`src/i2c_status_pkg.sv`:
```
// Contract
// [RQ1] Bus-busy flag (bit 10) sets on any start condition seen on the bus.
// [RQ2] Bus-busy flag (bit 10) clears on a stop condition seen on the bus.
// [RQ3] Rx overflow flag (bit 9) high when a byte is pushed into full Rx FIFO.
// [RQ4] Transfer-complete flag (bit 8) sets when a master-slave transfer finishes.
// [RQ5] Transfer-complete flag with completion enable on raises the interrupt.
// [RQ6] Data no-ack flag (bit 7) on data-byte no-ack; interrupts if no-ack enable on.
// [RQ7] Master-busy flag (bit 6) high while the master engine processes a transaction.
// [RQ8] Master-busy flag low when engine idle or another master owns the bus.
// [RQ9] Arbitration-lost flag (bit 5) high when this master fails to win the bus.
// [RQ10] Arbitration-lost flag with its enable on raises the interrupt.
// [RQ11] Address no-ack flag (bit 4) on address no-ack; interrupts if no-ack enable on.
// [RQ12] Receive-request flag (bit 3) high when received data enters the Rx FIFO.
// [RQ13] Receive-request flag with receive enable on raises the interrupt.
// [RQ14] Transmit-request flag (bit 2) after address-plus-write while Tx FIFO holds 0 or 1.
// [RQ15] Transmit-request flag with transmit enable on raises the interrupt.
// [RQ16] Status bits 1:0 give Tx FIFO level: 00 empty, 01/10 one byte, 11 full.
// [RQ17] Status bits 15:11 are reserved and read as zero.
// [RQ18] Enables in control: complete 8, no-ack 7, arb-lost 6, transmit 5, receive 4.
// [RQ19] All enabled flag conditions merge into one interrupt output.
// [RQ20] All status flags are zero after system reset.
`default_nettype none
package i2c_status_pkg;

    // ==========================================
    // Register map
    localparam logic [11:0] CTL_OFFSET    = 12'h000;
    localparam logic [11:0] STA_OFFSET    = 12'h004;
    localparam logic [15:0] CTL_RESET     = 16'h0000;
    localparam logic [15:0] STA_RESET     = 16'h0000;

    // ==========================================
    // Control field positions
    localparam int CTL_COMPLETE_EN = 8;
    localparam int CTL_NOACK_EN    = 7;
    localparam int CTL_ARB_EN      = 6;
    localparam int CTL_TX_EN       = 5;
    localparam int CTL_RX_EN       = 4;
    localparam int CTL_USED_HI     = 8;

    // ==========================================
    // Status field positions
    localparam int STA_BUS_BUSY    = 10;
    localparam int STA_RX_OVF      = 9;
    localparam int STA_XFER_DONE   = 8;
    localparam int STA_DATA_NACK   = 7;
    localparam int STA_MST_BUSY    = 6;
    localparam int STA_ARB_LOST    = 5;
    localparam int STA_ADDR_NACK   = 4;
    localparam int STA_RX_REQ      = 3;
    localparam int STA_TX_REQ      = 2;
    localparam int STA_RSVD_LO     = 11;
    localparam int STA_RSVD_HI     = 15;
    localparam logic [1:0] TX_LEVEL_FULL = 2'h3;

    // ==========================================
    // Engine events into the flag logic
    typedef struct packed {
        logic       rx_push;
        logic       rx_full;
        logic       rx_not_empty;
        logic       xfer_done;
        logic       data_nack;
        logic       addr_nack;
        logic       engine_busy;
        logic       arb_lost;
        logic       addr_write_sent;
        logic [1:0] tx_level;
    } engine_ev_s;

    // Status register image
    typedef struct packed {
        logic [4:0] reserved;
        logic       bus_busy_flag;
        logic       rx_overflow_flag;
        logic       xfer_complete_flag;
        logic       data_no_ack_flag;
        logic       master_busy_flag;
        logic       arbitration_lost_status;
        logic       addr_no_ack_flag;
        logic       rx_request_flag;
        logic       tx_request_flag;
        logic [1:0] tx_fifo_level;
    } status_s;

endpackage
`default_nettype wire

```
`src/bus_cond_detect.sv`:
```
`timescale 1ns/1ps
`default_nettype none
module bus_cond_detect (
    input  wire logic pclk,
    input  wire logic presetn,
    input  wire logic scl_s,
    input  wire logic sda_s,
    output var  logic start_det,
    output var  logic stop_det
);
    // ==========================================
    // Start and stop detection on synced lines
    logic scl_d_r;
    logic sda_d_r;

    always_ff @(posedge pclk or negedge presetn) begin
        if (!presetn) begin
            scl_d_r <= 1'b1;
            sda_d_r <= 1'b1;
        end else begin
            scl_d_r <= scl_s;
            sda_d_r <= sda_s;
        end
    end

    // Data edge while clock stays high
    assign start_det = scl_s & scl_d_r & sda_d_r & ~sda_s;
    assign stop_det  = scl_s & scl_d_r & ~sda_d_r & sda_s;
endmodule
`default_nettype wire

```
`src/i2c_master_status_flags.sv`:
```
`timescale 1ns/1ps
`default_nettype none
module i2c_master_status_flags #(
    parameter int AW = 12
) (
    input  wire logic                       pclk,
    input  wire logic                       presetn,
    input  wire logic                       psel,
    input  wire logic                       penable,
    input  wire logic                       pwrite,
    input  wire logic [AW-1:0]              paddr,
    input  wire logic [31:0]                pwdata,
    output var  logic [31:0]                prdata,
    output var  logic                       pready,
    output var  logic                       pslverr,
    input  wire logic                       scl_in,
    input  wire logic                       sda_in,
    input  wire i2c_status_pkg::engine_ev_s engine,
    output var  logic                       irq
);
    import i2c_status_pkg::*;

    // ==========================================
    // Pin synchronisers and bus conditions
    logic [1:0] pins_s;
    logic       start_det;
    logic       stop_det;

    sync_2ff #(
        .W(2)
    ) u_sync (
        .pclk     (pclk),
        .presetn  (presetn),
        .async_in ({scl_in, sda_in}),
        .sync_out (pins_s)
    );

    bus_cond_detect u_cond (
        .pclk      (pclk),
        .presetn   (presetn),
        .scl_s     (pins_s[1]),
        .sda_s     (pins_s[0]),
        .start_det (start_det),
        .stop_det  (stop_det)
    );

    // ==========================================
    // APB decode
    logic        setup;
    logic        access;
    logic        wr_done;
    logic        hit_ctl;
    logic        hit_sta;
    logic        sta_read;
    logic [15:0] ctl_r;
    status_s     sta_r;

    assign setup    = psel & ~penable;
    assign access   = psel & penable & pready;
    assign wr_done  = access & pwrite;
    assign hit_ctl  = paddr == AW'(CTL_OFFSET);
    assign hit_sta  = paddr == AW'(STA_OFFSET);
    assign sta_read = access & ~pwrite & hit_sta;

    // Zero-wait answer, ready registered from setup so it is high in the first access cycle
    always_ff @(posedge pclk or negedge presetn) begin
        if (!presetn) begin
            pready <= 1'b0;
        end else begin
            pready <= setup;
        end
    end

    always_ff @(posedge pclk or negedge presetn) begin
        if (!presetn) begin
            pslverr <= 1'b0;
        end else begin
            pslverr <= setup & ~hit_ctl & ~hit_sta;
        end
    end

    always_ff @(posedge pclk or negedge presetn) begin
        if (!presetn) begin
            prdata <= 32'h0;
        end else if (setup & ~pwrite & hit_ctl) begin
            prdata <= {16'h0, ctl_r};
        end else if (setup & ~pwrite & hit_sta) begin
            prdata <= {16'h0, sta_r}; // RQ17
        end else if (setup) begin
            prdata <= 32'h0;
        end
    end

    // ==========================================
    // Master control register
    always_ff @(posedge pclk or negedge presetn) begin
        if (!presetn) begin
            ctl_r <= CTL_RESET;
        end else if (wr_done & hit_ctl) begin
            ctl_r <= pwdata[15:0];
        end
    end

    logic en_complete;
    logic en_noack;
    logic en_arb;
    logic en_tx;
    logic en_rx;

    assign en_complete = ctl_r[CTL_COMPLETE_EN]; // RQ18
    assign en_noack    = ctl_r[CTL_NOACK_EN];    // RQ18
    assign en_arb      = ctl_r[CTL_ARB_EN];      // RQ18
    assign en_tx       = ctl_r[CTL_TX_EN];       // RQ18
    assign en_rx       = ctl_r[CTL_RX_EN];       // RQ18

    // ==========================================
    // Status flags
    always_ff @(posedge pclk or negedge presetn) begin
        if (!presetn) begin
            sta_r.bus_busy_flag <= 1'b0; // RQ20
        end else if (start_det) begin
            sta_r.bus_busy_flag <= 1'b1; // RQ1
        end else if (stop_det) begin
            sta_r.bus_busy_flag <= 1'b0; // RQ2
        end
    end

    always_ff @(posedge pclk or negedge presetn) begin
        if (!presetn) begin
            sta_r.rx_overflow_flag <= 1'b0;
        end else begin
            sta_r.rx_overflow_flag <= engine.rx_push & engine.rx_full; // RQ3
        end
    end

    // Sticky until status read; a new completion wins over the read
    always_ff @(posedge pclk or negedge presetn) begin
        if (!presetn) begin
            sta_r.xfer_complete_flag <= 1'b0;
        end else if (engine.xfer_done) begin
            sta_r.xfer_complete_flag <= 1'b1; // RQ4
        end else if (sta_read) begin
            sta_r.xfer_complete_flag <= 1'b0;
        end
    end

    always_ff @(posedge pclk or negedge presetn) begin
        if (!presetn) begin
            sta_r.data_no_ack_flag <= 1'b0;
        end else begin
            sta_r.data_no_ack_flag <= engine.data_nack; // RQ6
        end
    end

    always_ff @(posedge pclk or negedge presetn) begin
        if (!presetn) begin
            sta_r.master_busy_flag <= 1'b0;
        end else begin
            sta_r.master_busy_flag <= engine.engine_busy & ~engine.arb_lost; // RQ7 RQ8
        end
    end

    always_ff @(posedge pclk or negedge presetn) begin
        if (!presetn) begin
            sta_r.arbitration_lost_status <= 1'b0;
        end else begin
            sta_r.arbitration_lost_status <= engine.arb_lost; // RQ9
        end
    end

    always_ff @(posedge pclk or negedge presetn) begin
        if (!presetn) begin
            sta_r.addr_no_ack_flag <= 1'b0;
        end else begin
            sta_r.addr_no_ack_flag <= engine.addr_nack; // RQ11
        end
    end

    always_ff @(posedge pclk or negedge presetn) begin
        if (!presetn) begin
            sta_r.rx_request_flag <= 1'b0;
        end else begin
            sta_r.rx_request_flag <= engine.rx_not_empty; // RQ12
        end
    end

    always_ff @(posedge pclk or negedge presetn) begin
        if (!presetn) begin
            sta_r.tx_request_flag <= 1'b0;
        end else begin
            sta_r.tx_request_flag <= engine.addr_write_sent
                                   & (engine.tx_level != TX_LEVEL_FULL); // RQ14
        end
    end

    always_ff @(posedge pclk or negedge presetn) begin
        if (!presetn) begin
            sta_r.tx_fifo_level <= 2'h0;
        end else begin
            sta_r.tx_fifo_level <= engine.tx_level; // RQ16
        end
    end

    always_ff @(posedge pclk or negedge presetn) begin
        if (!presetn) begin
            sta_r.reserved <= 5'h0;
        end else begin
            sta_r.reserved <= 5'h0; // RQ17
        end
    end

    // ==========================================
    // Interrupt request
    logic irq_nxt;

    always_comb begin
        irq_nxt = (sta_r.xfer_complete_flag & en_complete)      // RQ5
                | (sta_r.data_no_ack_flag & en_noack)            // RQ6
                | (sta_r.addr_no_ack_flag & en_noack)            // RQ11
                | (sta_r.arbitration_lost_status & en_arb)       // RQ10
                | (sta_r.tx_request_flag & en_tx)                // RQ15
                | (sta_r.rx_request_flag & en_rx);               // RQ13
    end

    always_ff @(posedge pclk or negedge presetn) begin
        if (!presetn) begin
            irq <= 1'b0;
        end else begin
            irq <= irq_nxt; // RQ19
        end
    end
endmodule
`default_nettype wire

```
`src/sync_2ff.sv`:
```
`timescale 1ns/1ps
`default_nettype none
module sync_2ff #(
    parameter int W = 2
) (
    input  wire logic         pclk,
    input  wire logic         presetn,
    input  wire logic [W-1:0] async_in,
    output var  logic [W-1:0] sync_out
);
    // ==========================================
    // Two-stage synchroniser
    logic [W-1:0] meta_r;

    always_ff @(posedge pclk or negedge presetn) begin
        if (!presetn) begin
            meta_r   <= '1;
            sync_out <= '1;
        end else begin
            meta_r   <= async_in;
            sync_out <= meta_r;
        end
    end
endmodule
`default_nettype wire
```
`config.mk`:
```
export PLATFORM = sky130hd
export DESIGN_NAME = i2c_master_status_flags
export DESIGN_NICKNAME = d
export VERILOG_FILES = /design/src/i2c_status_pkg.sv /design/src/bus_cond_detect.sv /design/src/i2c_master_status_flags.sv /design/src/sync_2ff.sv
export SDC_FILE = /design/constraint.sdc
export NUM_CORES = 1
export LEC_CHECK = 0
export ABC_AREA = 0
export BUFFER_PORTS_ARGS = -buffer_cell sky130_fd_sc_hd__buf_2
export CELL_PAD_IN_SITES_DETAIL_PLACEMENT = 1
export CELL_PAD_IN_SITES_GLOBAL_PLACEMENT = 2
export CORE_MARGIN = 1
export CORE_UTILIZATION = 26
export CTS_BUF_LIST = sky130_fd_sc_hd__clkbuf_16
export DETAILED_ROUTE_END_ITERATION = 8
export MAX_ROUTING_LAYER = met4
export PLACE_DENSITY_LB_ADDON = 0.1
export SYNTH_ARGS = -nofsm -noshare
export SYNTH_HDL_FRONTEND = slang
export SYNTH_SLANG_ARGS = --single-unit
```
`constraint.sdc`:
```
create_clock -name pclk -period 1.6 [get_ports pclk]
set_input_delay 0.16 -clock pclk [delete_from_list [all_inputs] [get_ports pclk]]
set_output_delay 0.16 -clock pclk [all_outputs]
set_load 0.02 [all_outputs]
```
Word level (Yosys, flattened, before mapping)
Cells that the tools add are included.
W data, S select, Z words.
{"block": "op_classes", "addsub": 0, "multipliers": 0, "n_div": 0, "order_cmp": 0, "eq_ne": 2, "shifts": 0, "n_mux": 7, "bitwise_logic": 38, "n_reduce_logical": 4}
{"op": "$mux W32", "count": 3}
{"op": "$and A1 B1 Y1", "count": 26}
{"op": "$eq A12 B3 Y1 const B", "count": 1}
{"op": "$logic_not A12 Y1", "count": 1}
{"op": "$not A1 Y1", "count": 7}
{"op": "$or A1 B1 Y1", "count": 5}
{"op": "$mux W1", "count": 4}
{"op": "$reduce_bool A2 Y1", "count": 2}
{"op": "$reduce_bool A3 Y1", "count": 1}
{"op": "$ne A2 B2 Y1 const B", "count": 1}
{"block": "totals", "ff_bits": 68, "latchBits": 0, "ram_bits": 0, "rom_bits": 0, "output_inout_bits": 35, "mem_count": 0}

Logic depth before layout (Yosys ltp)
Gate-level depths: netlist of the first run.
{"block": "depth", "ltp_word": 6, "depth_mapped": 5, "mapped_depth_nobuf": 3}

Modules after synthesis
A second synthesis of the first run with hierarchy kept.
{"block": "hier_totals", "hier_cells": 154, "area_unflattened_um2": 2118.3}
{"mod": "i2c_master_status_flags", "instances": 1, "cells_per_inst": 146, "area_each_um2": 1940.6}
{"mod": "sync_2ff", "instances": 1, "cells_per_inst": 4, "area_each_um2": 105.1}
{"mod": "bus_cond_detect", "instances": 1, "cells_per_inst": 4, "area_each_um2": 72.6}

Worst setup path after synthesis of the first run
Ideal clock, no wire load.
{"block": "synth_timing", "path_kind": "input to register", "start": "input port paddr[9]", "end": "register ctl_r[0]", "setup_ns": 0.125, "arrival_time_ns": 1.790, "required_ns": 1.475, "setup_slack_ns": -0.316, "path_stages": 5, "path_cell_list": "or4_4 -> buf_6 -> nor4_4 -> buf_8 -> mux2_4"}
{"block": "synth_via", "elab_chain_len": 2}
{"element": "from (decl)", "line_no": "i2c_master_status_flags.sv:11", "rtl": "input wire logic [AW-1:0] paddr,"}
{"element": "$logic_not A12 Y1", "line_no": "i2c_master_status_flags.sv:61", "rtl": "assign hit_ctl = paddr == AW'(CTL_OFFSET);"}
{"element": "$and A1 B1 Y1", "line_no": "i2c_master_status_flags.sv:99", "rtl": "end else if (wr_done & hit_ctl) begin"}
{"element": "to (signal assigned)", "line_no": "i2c_master_status_flags.sv:100", "rtl": "ctl_r <= pwdata[15:0];"}
{"element": "to (decl)", "line_no": "i2c_master_status_flags.sv:55", "rtl": "logic [15:0] ctl_r;"}
Every way passes these cells.
A chain may end at the register's enable or synchronous reset.

Final worst setup path of the first run
{"block": "layout_timing", "start": "input port paddr[3]", "end": "register ctl_r[7]"}
Same word-level chain as after synthesis.

==> results.md, run 1 <==
Synth:
- The post-synthesis instance area is 0.00214 mm^2.
- Of the synthesized area, sequential elements account for 61.2%.
- The biggest area contributor in the post-synthesis netlist is sky130_fd_sc_hd__dfrtp_1.
- In this run the mean area of a mapped cell was 14.7 um^2.
- The synthesized netlist devotes 9.59% of its cell area to compound gates.
- By area, the combinational part of the netlist is dominated by simple AND/OR/NAND/NOR gates.
- The synthesized design devotes to its leading area cell type 53.8% of total area.
- The proportion of register bits with asynchronous set or reset after synthesis is 100%.
- The adder-cell share of the synthesized area is 0%.
- The synthesized instance count is 146.
- The primary flip-flop cell chosen by synthesis mapping is sky130_fd_sc_hd__dfrtp_1.
- Yosys mapped a number of flops with a built-in enable equal to 0.
- The yosys synthesis warning count is 0.
- The count of different cell masters after synthesis is 34.
- By area the synthesized netlist is led by sky130_fd_sc_hd__dfrtp_1, sky130_fd_sc_hd__dfstp_2, sky130_fd_sc_hd__mux2_4.
- The portion of synthesized area spent on multiplexers is 10.2%.
- Synthesis inferred 52 register bits.
- The XOR/XNOR share of the synthesized area is 0%.
- Of the total synthesized cell area, the portion taken by AND, OR, NAND and NOR gates is 11.0%.

Routing:
- The detailed router finished its first iteration with 51 violations.
- For this run, design rule violations remaining after detail routing come to 0.
- The final layout contains routed wiring with a total length of 5100 um.
- The detailed router placed 1,467 vias in this run.
- The detail route stage leaves a number of antenna-violating nets equal to 0.
- The routed length per placed instance is 15.4 um.
- The first detailed-routing pass ran for 4 iterations.
- The via-per-instance ratio is 4.42.

Placement:
- At the end of routability-driven placement, the weighted congestion stood at 0.773.
- The half-perimeter wire length after detailed placement is 3600 um.
- In this run the tool buffered the top-level ports with 64 buffer cells.

Timing:
- The total count of max-transition violations in the final report is 0.
- Static timing analysis puts the maximum clock frequency at 0.645 GHz.
- The final hold violation count was 0.
- The clock arrives with 4.20 ps of skew.
- Setup repair after global routing left no endpoint under its margin.
- Setup violations remaining at the end of the flow were counted as 0.
- The shortest clock period the worst path allows after layout is 1550 ps.
- In the finished design, the share of the clock period the worst path needs comes to 96.8%.
- The worst hold slack is 72.6 ps.

Power and ir drop:
- In this run the power density over the cells is 904 mW/mm^2.
- VDD sags by at most 396 uV.
- The completed layout was analyzed and its total power is 2.55 mW.
- The total leakage power is 1.43 nW.

Critical path:
- The worst register-to-register path has a depth of 4.
- STA puts the critical path data arrival time at 1720 ps.
- The type of element capturing the critical path is a register.
- The setup path with the least slack is of type in2reg.
- The startpoint kind of the worst setup timing path is an input pin.
- The maximum fanout along the worst path is 16.
- The critical path data required time is 1770 ps.

Finish:
- The layout overhead on the synthesized area is 32.0%.
- The share of cells above drive strength 1 is 47.8%.
- Once layout is complete, the utilization of the core stands at 36.0%.
- The layout has 886 filler cells.
- 0 antenna diodes ended up in the layout.
- The net count of the finished layout is 291.

Die:
- From bottom edge to top edge, the die measures 92.7 um.
- The floorplan die area is 0.00860 mm^2.
- 97 I/O pins were placed.
- For this configuration, the core starts out at a cell density of 27.3%.
- The horizontal die dimension is 92.7 um.
- In this run the core area contains 32 standard-cell rows.
- The placeable core area is 0.00785 mm^2.

GRT:
- The initial antenna violation count was 0.
- Global routing used 13.5% of the available tracks across all layers.
- The total congestion overflow is 0.
- The number of global-route vias before repair is 1,623.
- The maximum number of pins on one net before global-route repair is 23.
- The wire length of the first global-routing pass is 8560 um.

Min path:
- Counting instances, the worst hold path has a depth of 2.
- The classification of the worst-slack hold path is in2reg.

Clock tree:
- The clock transition at the register clock pins on the worst setup and hold paths after CTS is 60 ps.
- The number of buffers created by CTS is 5.
- The clock tree from TritonCTS is done.
- The total clock sinks is 52.
- The insertion delay to the later sink of the worst-skew pair is 280 ps.
- In this run, post-CTS hold repair placed 9 buffers.
- In this run the clock root is driven by a sky130_fd_sc_hd__clkbuf_16.
- The H-tree depth is 2.
- The clock passes through at most 2 buffers.
- The number of gates resized after CTS is 0.
- The buffer count from post-CTS setup fixing is 0.

Flow run:
- The tool flagged a number of max-cap violations equal to 0.

Status:
- The run finished with clean final reports.
## power breakdown
group / switching, mW / internal, mW
sequential: 0.0124 / 1.34
combinational: 0.109 / 0.0758
clock: 0.443 / 0.569
## critical path, cell delays in order
cell                     delay, ps
sky130_fd_sc_hd__buf_2         100
sky130_fd_sc_hd__or4b_4        550
sky130_fd_sc_hd__nor4_4        330
sky130_fd_sc_hd__buf_12        220
sky130_fd_sc_hd__mux2_2        350
## path summary, 6_finish.rpt
kind                                             from  slack, ps                      endpoint
min                                         engine[7]         70          sta_r[8]$_DFFE_PN0P_
min in group asynchronous                     presetn        350            sta_r[9]$_DFF_PN0_
max reg2reg                          pready$_DFF_PN0_         90          ctl_r[7]$_DFFE_PN0P_
min reg2reg                u_sync.meta_r[1]$_DFF_PN1_        360  u_sync.sync_out[1]$_DFF_PN1_
max                                          paddr[3]         50          ctl_r[7]$_DFFE_PN0P_
max in group asynchronous                     presetn        590         prdata[0]$_DFFE_PN0P_
## kinds of logic (layout without fill, tap and decap cells)
kind of cell           count (synthesis)  count (layout)
AO/OA/AOI/OAI                         24              24
other                                  1              16
AND/OR/NAND/NOR                       30              30
flip-flops                            52              52
multiplexers                          16              16
buffers and inverters                 23              92
## sequential cells by signal, indices dropped and copies added (netlist names)
signal / count
pslverr: 1
u_cond.sda_d_r: 1
u_sync.sync_out: 2
pready: 1
irq: 1
sta_r: 11
u_sync.meta_r: 2
ctl_r: 16
u_cond.scl_d_r: 1
prdata: 16
## cell usage after synthesis, types with 2 or more instances
cell type / count
sky130_fd_sc_hd__nor4_4: 2
sky130_fd_sc_hd__and2_1: 7
sky130_fd_sc_hd__and2_0: 5
sky130_fd_sc_hd__mux2_4: 10
sky130_fd_sc_hd__or4b_2: 2
sky130_fd_sc_hd__o21ai_0: 3
sky130_fd_sc_hd__buf_2: 3
sky130_fd_sc_hd__dfrtp_1: 46
sky130_fd_sc_hd__a22o_1: 5
sky130_fd_sc_hd__buf_4: 16
sky130_fd_sc_hd__nand4b_1: 2
sky130_fd_sc_hd__mux2_2: 6
sky130_fd_sc_hd__a221o_1: 11
sky130_fd_sc_hd__dfstp_2: 6
sky130_fd_sc_hd__or4_1: 2
sky130_fd_sc_hd__a22oi_1: 2
## stage by stage
step	instance area (um^2)	setup TNS, ps	cells	setup WS, ps
floorplan	2220	-4010	161	-299
global placement	2600	-5290	315	-238
detailed placement	2600	-5730	315	-253
CTS	2830	0	332	47.7
global route	2830	0	332	13.9
finish	2830	0	332	50.5
## routing by layer
layer	track usage (%)	vias to the layer above	share of wire, %
met5	-	-	0
met4	3.08	0	0.78
met3	3.04	5	5.3
met2	22.2	57	51
met1	17.0	738	43
li1	-	667	-
## layout make-up
cell class,instances,area (um^2),share of cell area (%)
Multi-Input combinational cell,86,736,26.0
Clock buffer,5,125,4.43
Timing Repair Buffer,83,510,18.1
Sequential cell,52,1310,46.3
Inverter,1,3.75,0.133
Tap cell,102,128,4.52
Clock inverter,3,13.8,0.487
## cells in the final DEF, fill, tap and decap left out, types with 2 or more instances in the layout
cell and count:
sky130_fd_sc_hd__nor4_4 2, sky130_fd_sc_hd__dfstp_2 6, sky130_fd_sc_hd__clkinv_2 2, sky130_fd_sc_hd__o21ai_0 3, sky130_fd_sc_hd__nand4b_1 2, sky130_fd_sc_hd__a22o_1 5, sky130_fd_sc_hd__mux2_4 10, sky130_fd_sc_hd__or4b_4 2
sky130_fd_sc_hd__clkbuf_16 5, sky130_fd_sc_hd__buf_12 2, sky130_fd_sc_hd__or4_4 2, sky130_fd_sc_hd__and2_1 7, sky130_fd_sc_hd__buf_4 8, sky130_fd_sc_hd__a221o_1 11, sky130_fd_sc_hd__conb_1 16, sky130_fd_sc_hd__mux2_2 6
sky130_fd_sc_hd__dfrtp_1 46, sky130_fd_sc_hd__dlygate4sd3_1 9, sky130_fd_sc_hd__and2_0 5, sky130_fd_sc_hd__buf_2 64, sky130_fd_sc_hd__a22oi_1 2
No activity file was read; power rests on OpenSTA's default activity.
==> inputs of run 2 (changes only) <==
Settings changed: SYNTH_HIERARCHICAL set to 1.
==> run 2 against run 1 <==
Synthesized cell count up 5.5%; sequential share of layout area fell by 0.27 points; worst setup slack better by 60 ps; total power up 1.7%; via count down 0.34%; register-to-register slack better by 180 ps; largest cell class unchanged.
==> results.md, run 2 <==
Synth:
- The primary flip-flop cell chosen by synthesis mapping is sky130_fd_sc_hd__dfrtp_1 (unchanged).
- Top cells by area in the synthesized netlist: sky130_fd_sc_hd__dfrtp_1, sky130_fd_sc_hd__dfstp_2, sky130_fd_sc_hd__mux2_4 (unchanged).
- The leading area contributor after synthesis is sky130_fd_sc_hd__dfrtp_1 (unchanged).
- The synthesized instance count is 154 (was 146).
- The count of different cell masters after synthesis is 32 (was 34).
- The per-instance average area after synthesis is 13.8 um^2 (was 14.7 um^2).
- The count of flip-flops with a built-in enable after synthesis is 0 (unchanged).
- The cell with the most instances after synthesis was sky130_fd_sc_hd__dfrtp_1 (unchanged).
- The register area share after synthesis was 61.8% (was 61.2%).
- The post-synthesis instance area is 0.00212 mm^2 (was 0.00214 mm^2).
- The synthesized flop and latch total was 52 (unchanged).
- List of most frequent post-synthesis cells: sky130_fd_sc_hd__dfrtp_1, sky130_fd_sc_hd__nand2_1, sky130_fd_sc_hd__buf_4, sky130_fd_sc_hd__a22oi_1, sky130_fd_sc_hd__mux2_4 (was sky130_fd_sc_hd__dfrtp_1, sky130_fd_sc_hd__buf_4, sky130_fd_sc_hd__a221o_1, sky130_fd_sc_hd__mux2_4, sky130_fd_sc_hd__and2_1).
- The proportion of register bits with asynchronous set or reset after synthesis is 100% (unchanged).
- The fraction of synthesized cell area taken by the top area cell type was 54.3% (was 53.8%).
- The yosys synthesis warning count was 6 (was 0).

Die:
- The site row count is 32 (unchanged).
- The horizontal die dimension is 92.3 um (was 92.7 um).
- The initial core utilization is 27.1% (was 27.3%).
- The placeable core area is 0.00781 mm^2 (was 0.00785 mm^2).
- The floorplan die area is 0.00851 mm^2 (was 0.00860 mm^2).
- The total I/O pin count came to 97 (unchanged).
- The die boundary height is 92.3 um (was 92.7 um).

Min path:
- The classification of the worst-slack hold path is in2reg (unchanged).

Clock tree:
- The total clock sinks is 52 (unchanged).
- The number of buffers created by CTS is 5 (unchanged).
- The clock transition at the register clock pins on the worst setup and hold paths after CTS was 70 ps (was 60 ps).
- The insertion delay to the later sink of the worst-skew pair was 290 ps (was 280 ps).
- The H-tree depth came to 2 (unchanged).
- The clock tree from TritonCTS is done (unchanged).
- The library cell used as clock root buffer is sky130_fd_sc_hd__clkbuf_16 (unchanged).
- The number of buffers on the longest clock path is 2 (unchanged).

Critical path:
- The delay contributed by the slowest stage of the critical path is 550 ps (about the same).
- The type of element capturing the critical path is a register (unchanged).
- The cell type of the slowest stage on the worst timing path is sky130_fd_sc_hd__or4_4 (was sky130_fd_sc_hd__or4b_4).
- The class of the most critical setup path is in2reg (unchanged).
- The arrival time of the worst setup path is 1660 ps (was 1720 ps).
- Cells along the critical path: buf_2 > or4_4 > nor3_4 > nand4b_4 > buf_12 > mux2_4 (was buf_2 > or4b_4 > nor4_4 > buf_12 > mux2_2).
- The startpoint kind of the worst setup timing path is an input pin (unchanged).
- The maximum fanout along the worst path was 16 (unchanged).
- The critical path data required time is 1770 ps (about the same).

Timing:
- The shortest clock period the worst path allows after layout came to 1490 ps (was 1550 ps).
- The final-layout setup total negative slack is 0 ps (unchanged).
- The total count of max-transition violations in the final report is 0 (unchanged).
- The final hold violation count is 0 (unchanged).
- The relative slew slack is 63.2%.
- The achievable clock frequency is 0.671 GHz (was 0.645 GHz).
- The number of endpoints failing setup at the final stage is 0 (unchanged).
- Unrepaired setup endpoints after global routing: no (unchanged).
- The setup skew after layout is 2.65 ps (was 4.20 ps).
- The final clock period utilization by the worst path was 93.1% (was 96.8%).
- The measured slew at the worst slew-check pin is 552 ps.

Placement:
- The cell area reported after detailed placement came to 0.00261 mm^2 (was 0.00260 mm^2).
- The count of input and output buffers is 64 (unchanged).
- The final estimated routing congestion in global placement is 0.717 (was 0.773).
- The half-perimeter wire length after detailed placement is 3550 um (was 3600 um).

Routing:
- The total number of vias came to 1,462 (was 1,467).
- The count of nets left with antenna violations after detail routing is 0 (unchanged).
- The wire length reported by the detailed router came to 4880 um (was 5100 um).
- The via-per-instance ratio is 4.26 (was 4.42).
- The number of design-rule violations left by the first detailed-router iteration is 39 (was 51).
- The first-pass iteration count of the detailed router was 4 (unchanged).
- The total DRC errors in the routed layout is 0 (unchanged).
- The routed length per placed instance is 14.2 um (was 15.4 um).

Finish:
- Largest registers ranked by flip-flop count: ctl_r x16, prdata x16, sta_r x11 (unchanged).
- Most used cells in the layout excluding fill and tap cells: sky130_fd_sc_hd__buf_2, sky130_fd_sc_hd__dfrtp_1, sky130_fd_sc_hd__nand2_1 (was sky130_fd_sc_hd__buf_2, sky130_fd_sc_hd__dfrtp_1, sky130_fd_sc_hd__conb_1).
- The antenna diode count is 0 (unchanged).
- The share of cells above drive strength 1 came to 46.9% (was 47.8%).
- The final design utilization was 36.4% (was 36.0%).
- The net count of the finished layout was 302 (was 291).
- The most frequent standard cell in the layout excluding fill and tap cells is sky130_fd_sc_hd__buf_2 (unchanged).
- The final instance area is 0.00284 mm^2 (was 0.00283 mm^2).
- The layout overhead on the synthesized area was 34.1% (was 32.0%).

GRT:
- The maximum number of pins on one net before global-route repair is 31 (was 23).
- The initial antenna violation count is 0 (unchanged).
- The total congestion overflow is 0 (unchanged).
- The number of global-route vias before repair is 1,635 (was 1,623).
- The wire length of the first global-routing pass is 8180 um (was 8560 um).
- The total track usage is 12.9% (was 13.5%).

Power and ir drop:
- The total leakage power was 1.57 nW (was 1.43 nW).
- The total power per unit cell area was 914 mW/mm^2 (was 904 mW/mm^2).
- The maximum ir drop on the vdd rail is 386 uV (was 396 uV).

Status:
- Outcome: completed (unchanged).

Flow run:
- The max-capacitance violation count is 0 (unchanged).
run 2: cell types whose count changed in the layout (fill, tap and decap cells not counted), sizes merged, moves of 2 or more:
cell / delta
and4b: +2
a22oi: +11
nand2: +21
o21ai: -2
buf: +2
a221o: -11
and2: -11
run 2: path summary, 6_finish.rpt:
| path | startpoint | to | slack [ps] | depth (start not counted) |
|---|---|---|---|---|
| setup / recovery | paddr[9] | ctl_r[3]$_DFFE_PN0P_ | 110 | 6 |
| hold / removal | engine[7] | sta_r[8]$_DFFE_PN0P_ | 80 | 2 |
| setup reg to reg | pready$_DFF_PN0_ | ctl_r[11]$_DFFE_PN0P_ | 270 | 4 |
| min in group asynchronous | presetn | ctl_r[9]$_DFFE_PN0P_ | 390 | 2 |
| hold reg to reg | u_sync/meta_r[0]$_DFF_PN1_ | u_sync/sync_out[0]$_DFF_PN1_ | 360 | 0 |
| max in group asynchronous | presetn | u_sync/meta_r[1]$_DFF_PN1_ | 580 | 3 |
run 2: metrics by stage:
step | hold WS [ps] | power [mW] | cells | setup WS [ps]
after detailed placement | 180 | 1.56 | 326 | -197
after CTS | 72.5 | 2.64 | 343 | 100
after global placement | 163 | 1.56 | 326 | -196
after global routing | 82.0 | 2.71 | 343 | 70.8
final | 75.0 | 2.60 | 343 | 110
after floorplan | -136 | 1.47 | 169 | -159
run 2: worst max-delay path, delay by kind of cell:
family	cells	cell delay [ps]
muxes	1	300
buffers and inverters	2	280
and+or+nand+nor	3	930
run 2: per-layer routing:
metal,vias up,wire length (um),global-route usage (%)
met5,-,0,-
li1,678,-,-
met1,726,2080,14.5
met3,5,237,3.07
met2,53,2500,22.4
met4,0,59,4.69
run 2: power by group:
group	total (mW)	leakage [nW]	switching [mW]	internal, mW
clock	1.05	0.0736	0.468	0.577
sequential	1.36	0.679	0.0128	1.35
combinational	0.191	0.815	0.109	0.0824
run 2: area by class of cell:
class / count / area [um^2]
timing repair buffer: 85 / 538
tap: 102 / 128
multi-input combinational: 94 / 716
sequential: 52 / 1310
clock inverter: 3 / 18.8
inverter: 2 / 7.51
fill: 875 / 4970
clock buffer: 5 / 125
run 2: kinds of logic after synthesis:
family	after synthesis	synth area share, %
simple gates	40	12.4
other cells	1	0.177
buf+inv	23	7.38
flops	52	61.8
mux	16	10.3
compound gates	22	7.97
run 2: what timing repair did:
action	in CTS	in global routing
setup buffers	0	0
hold buffers	9	0
endpoints found under the hold margin	25	0
resized for setup	0	0
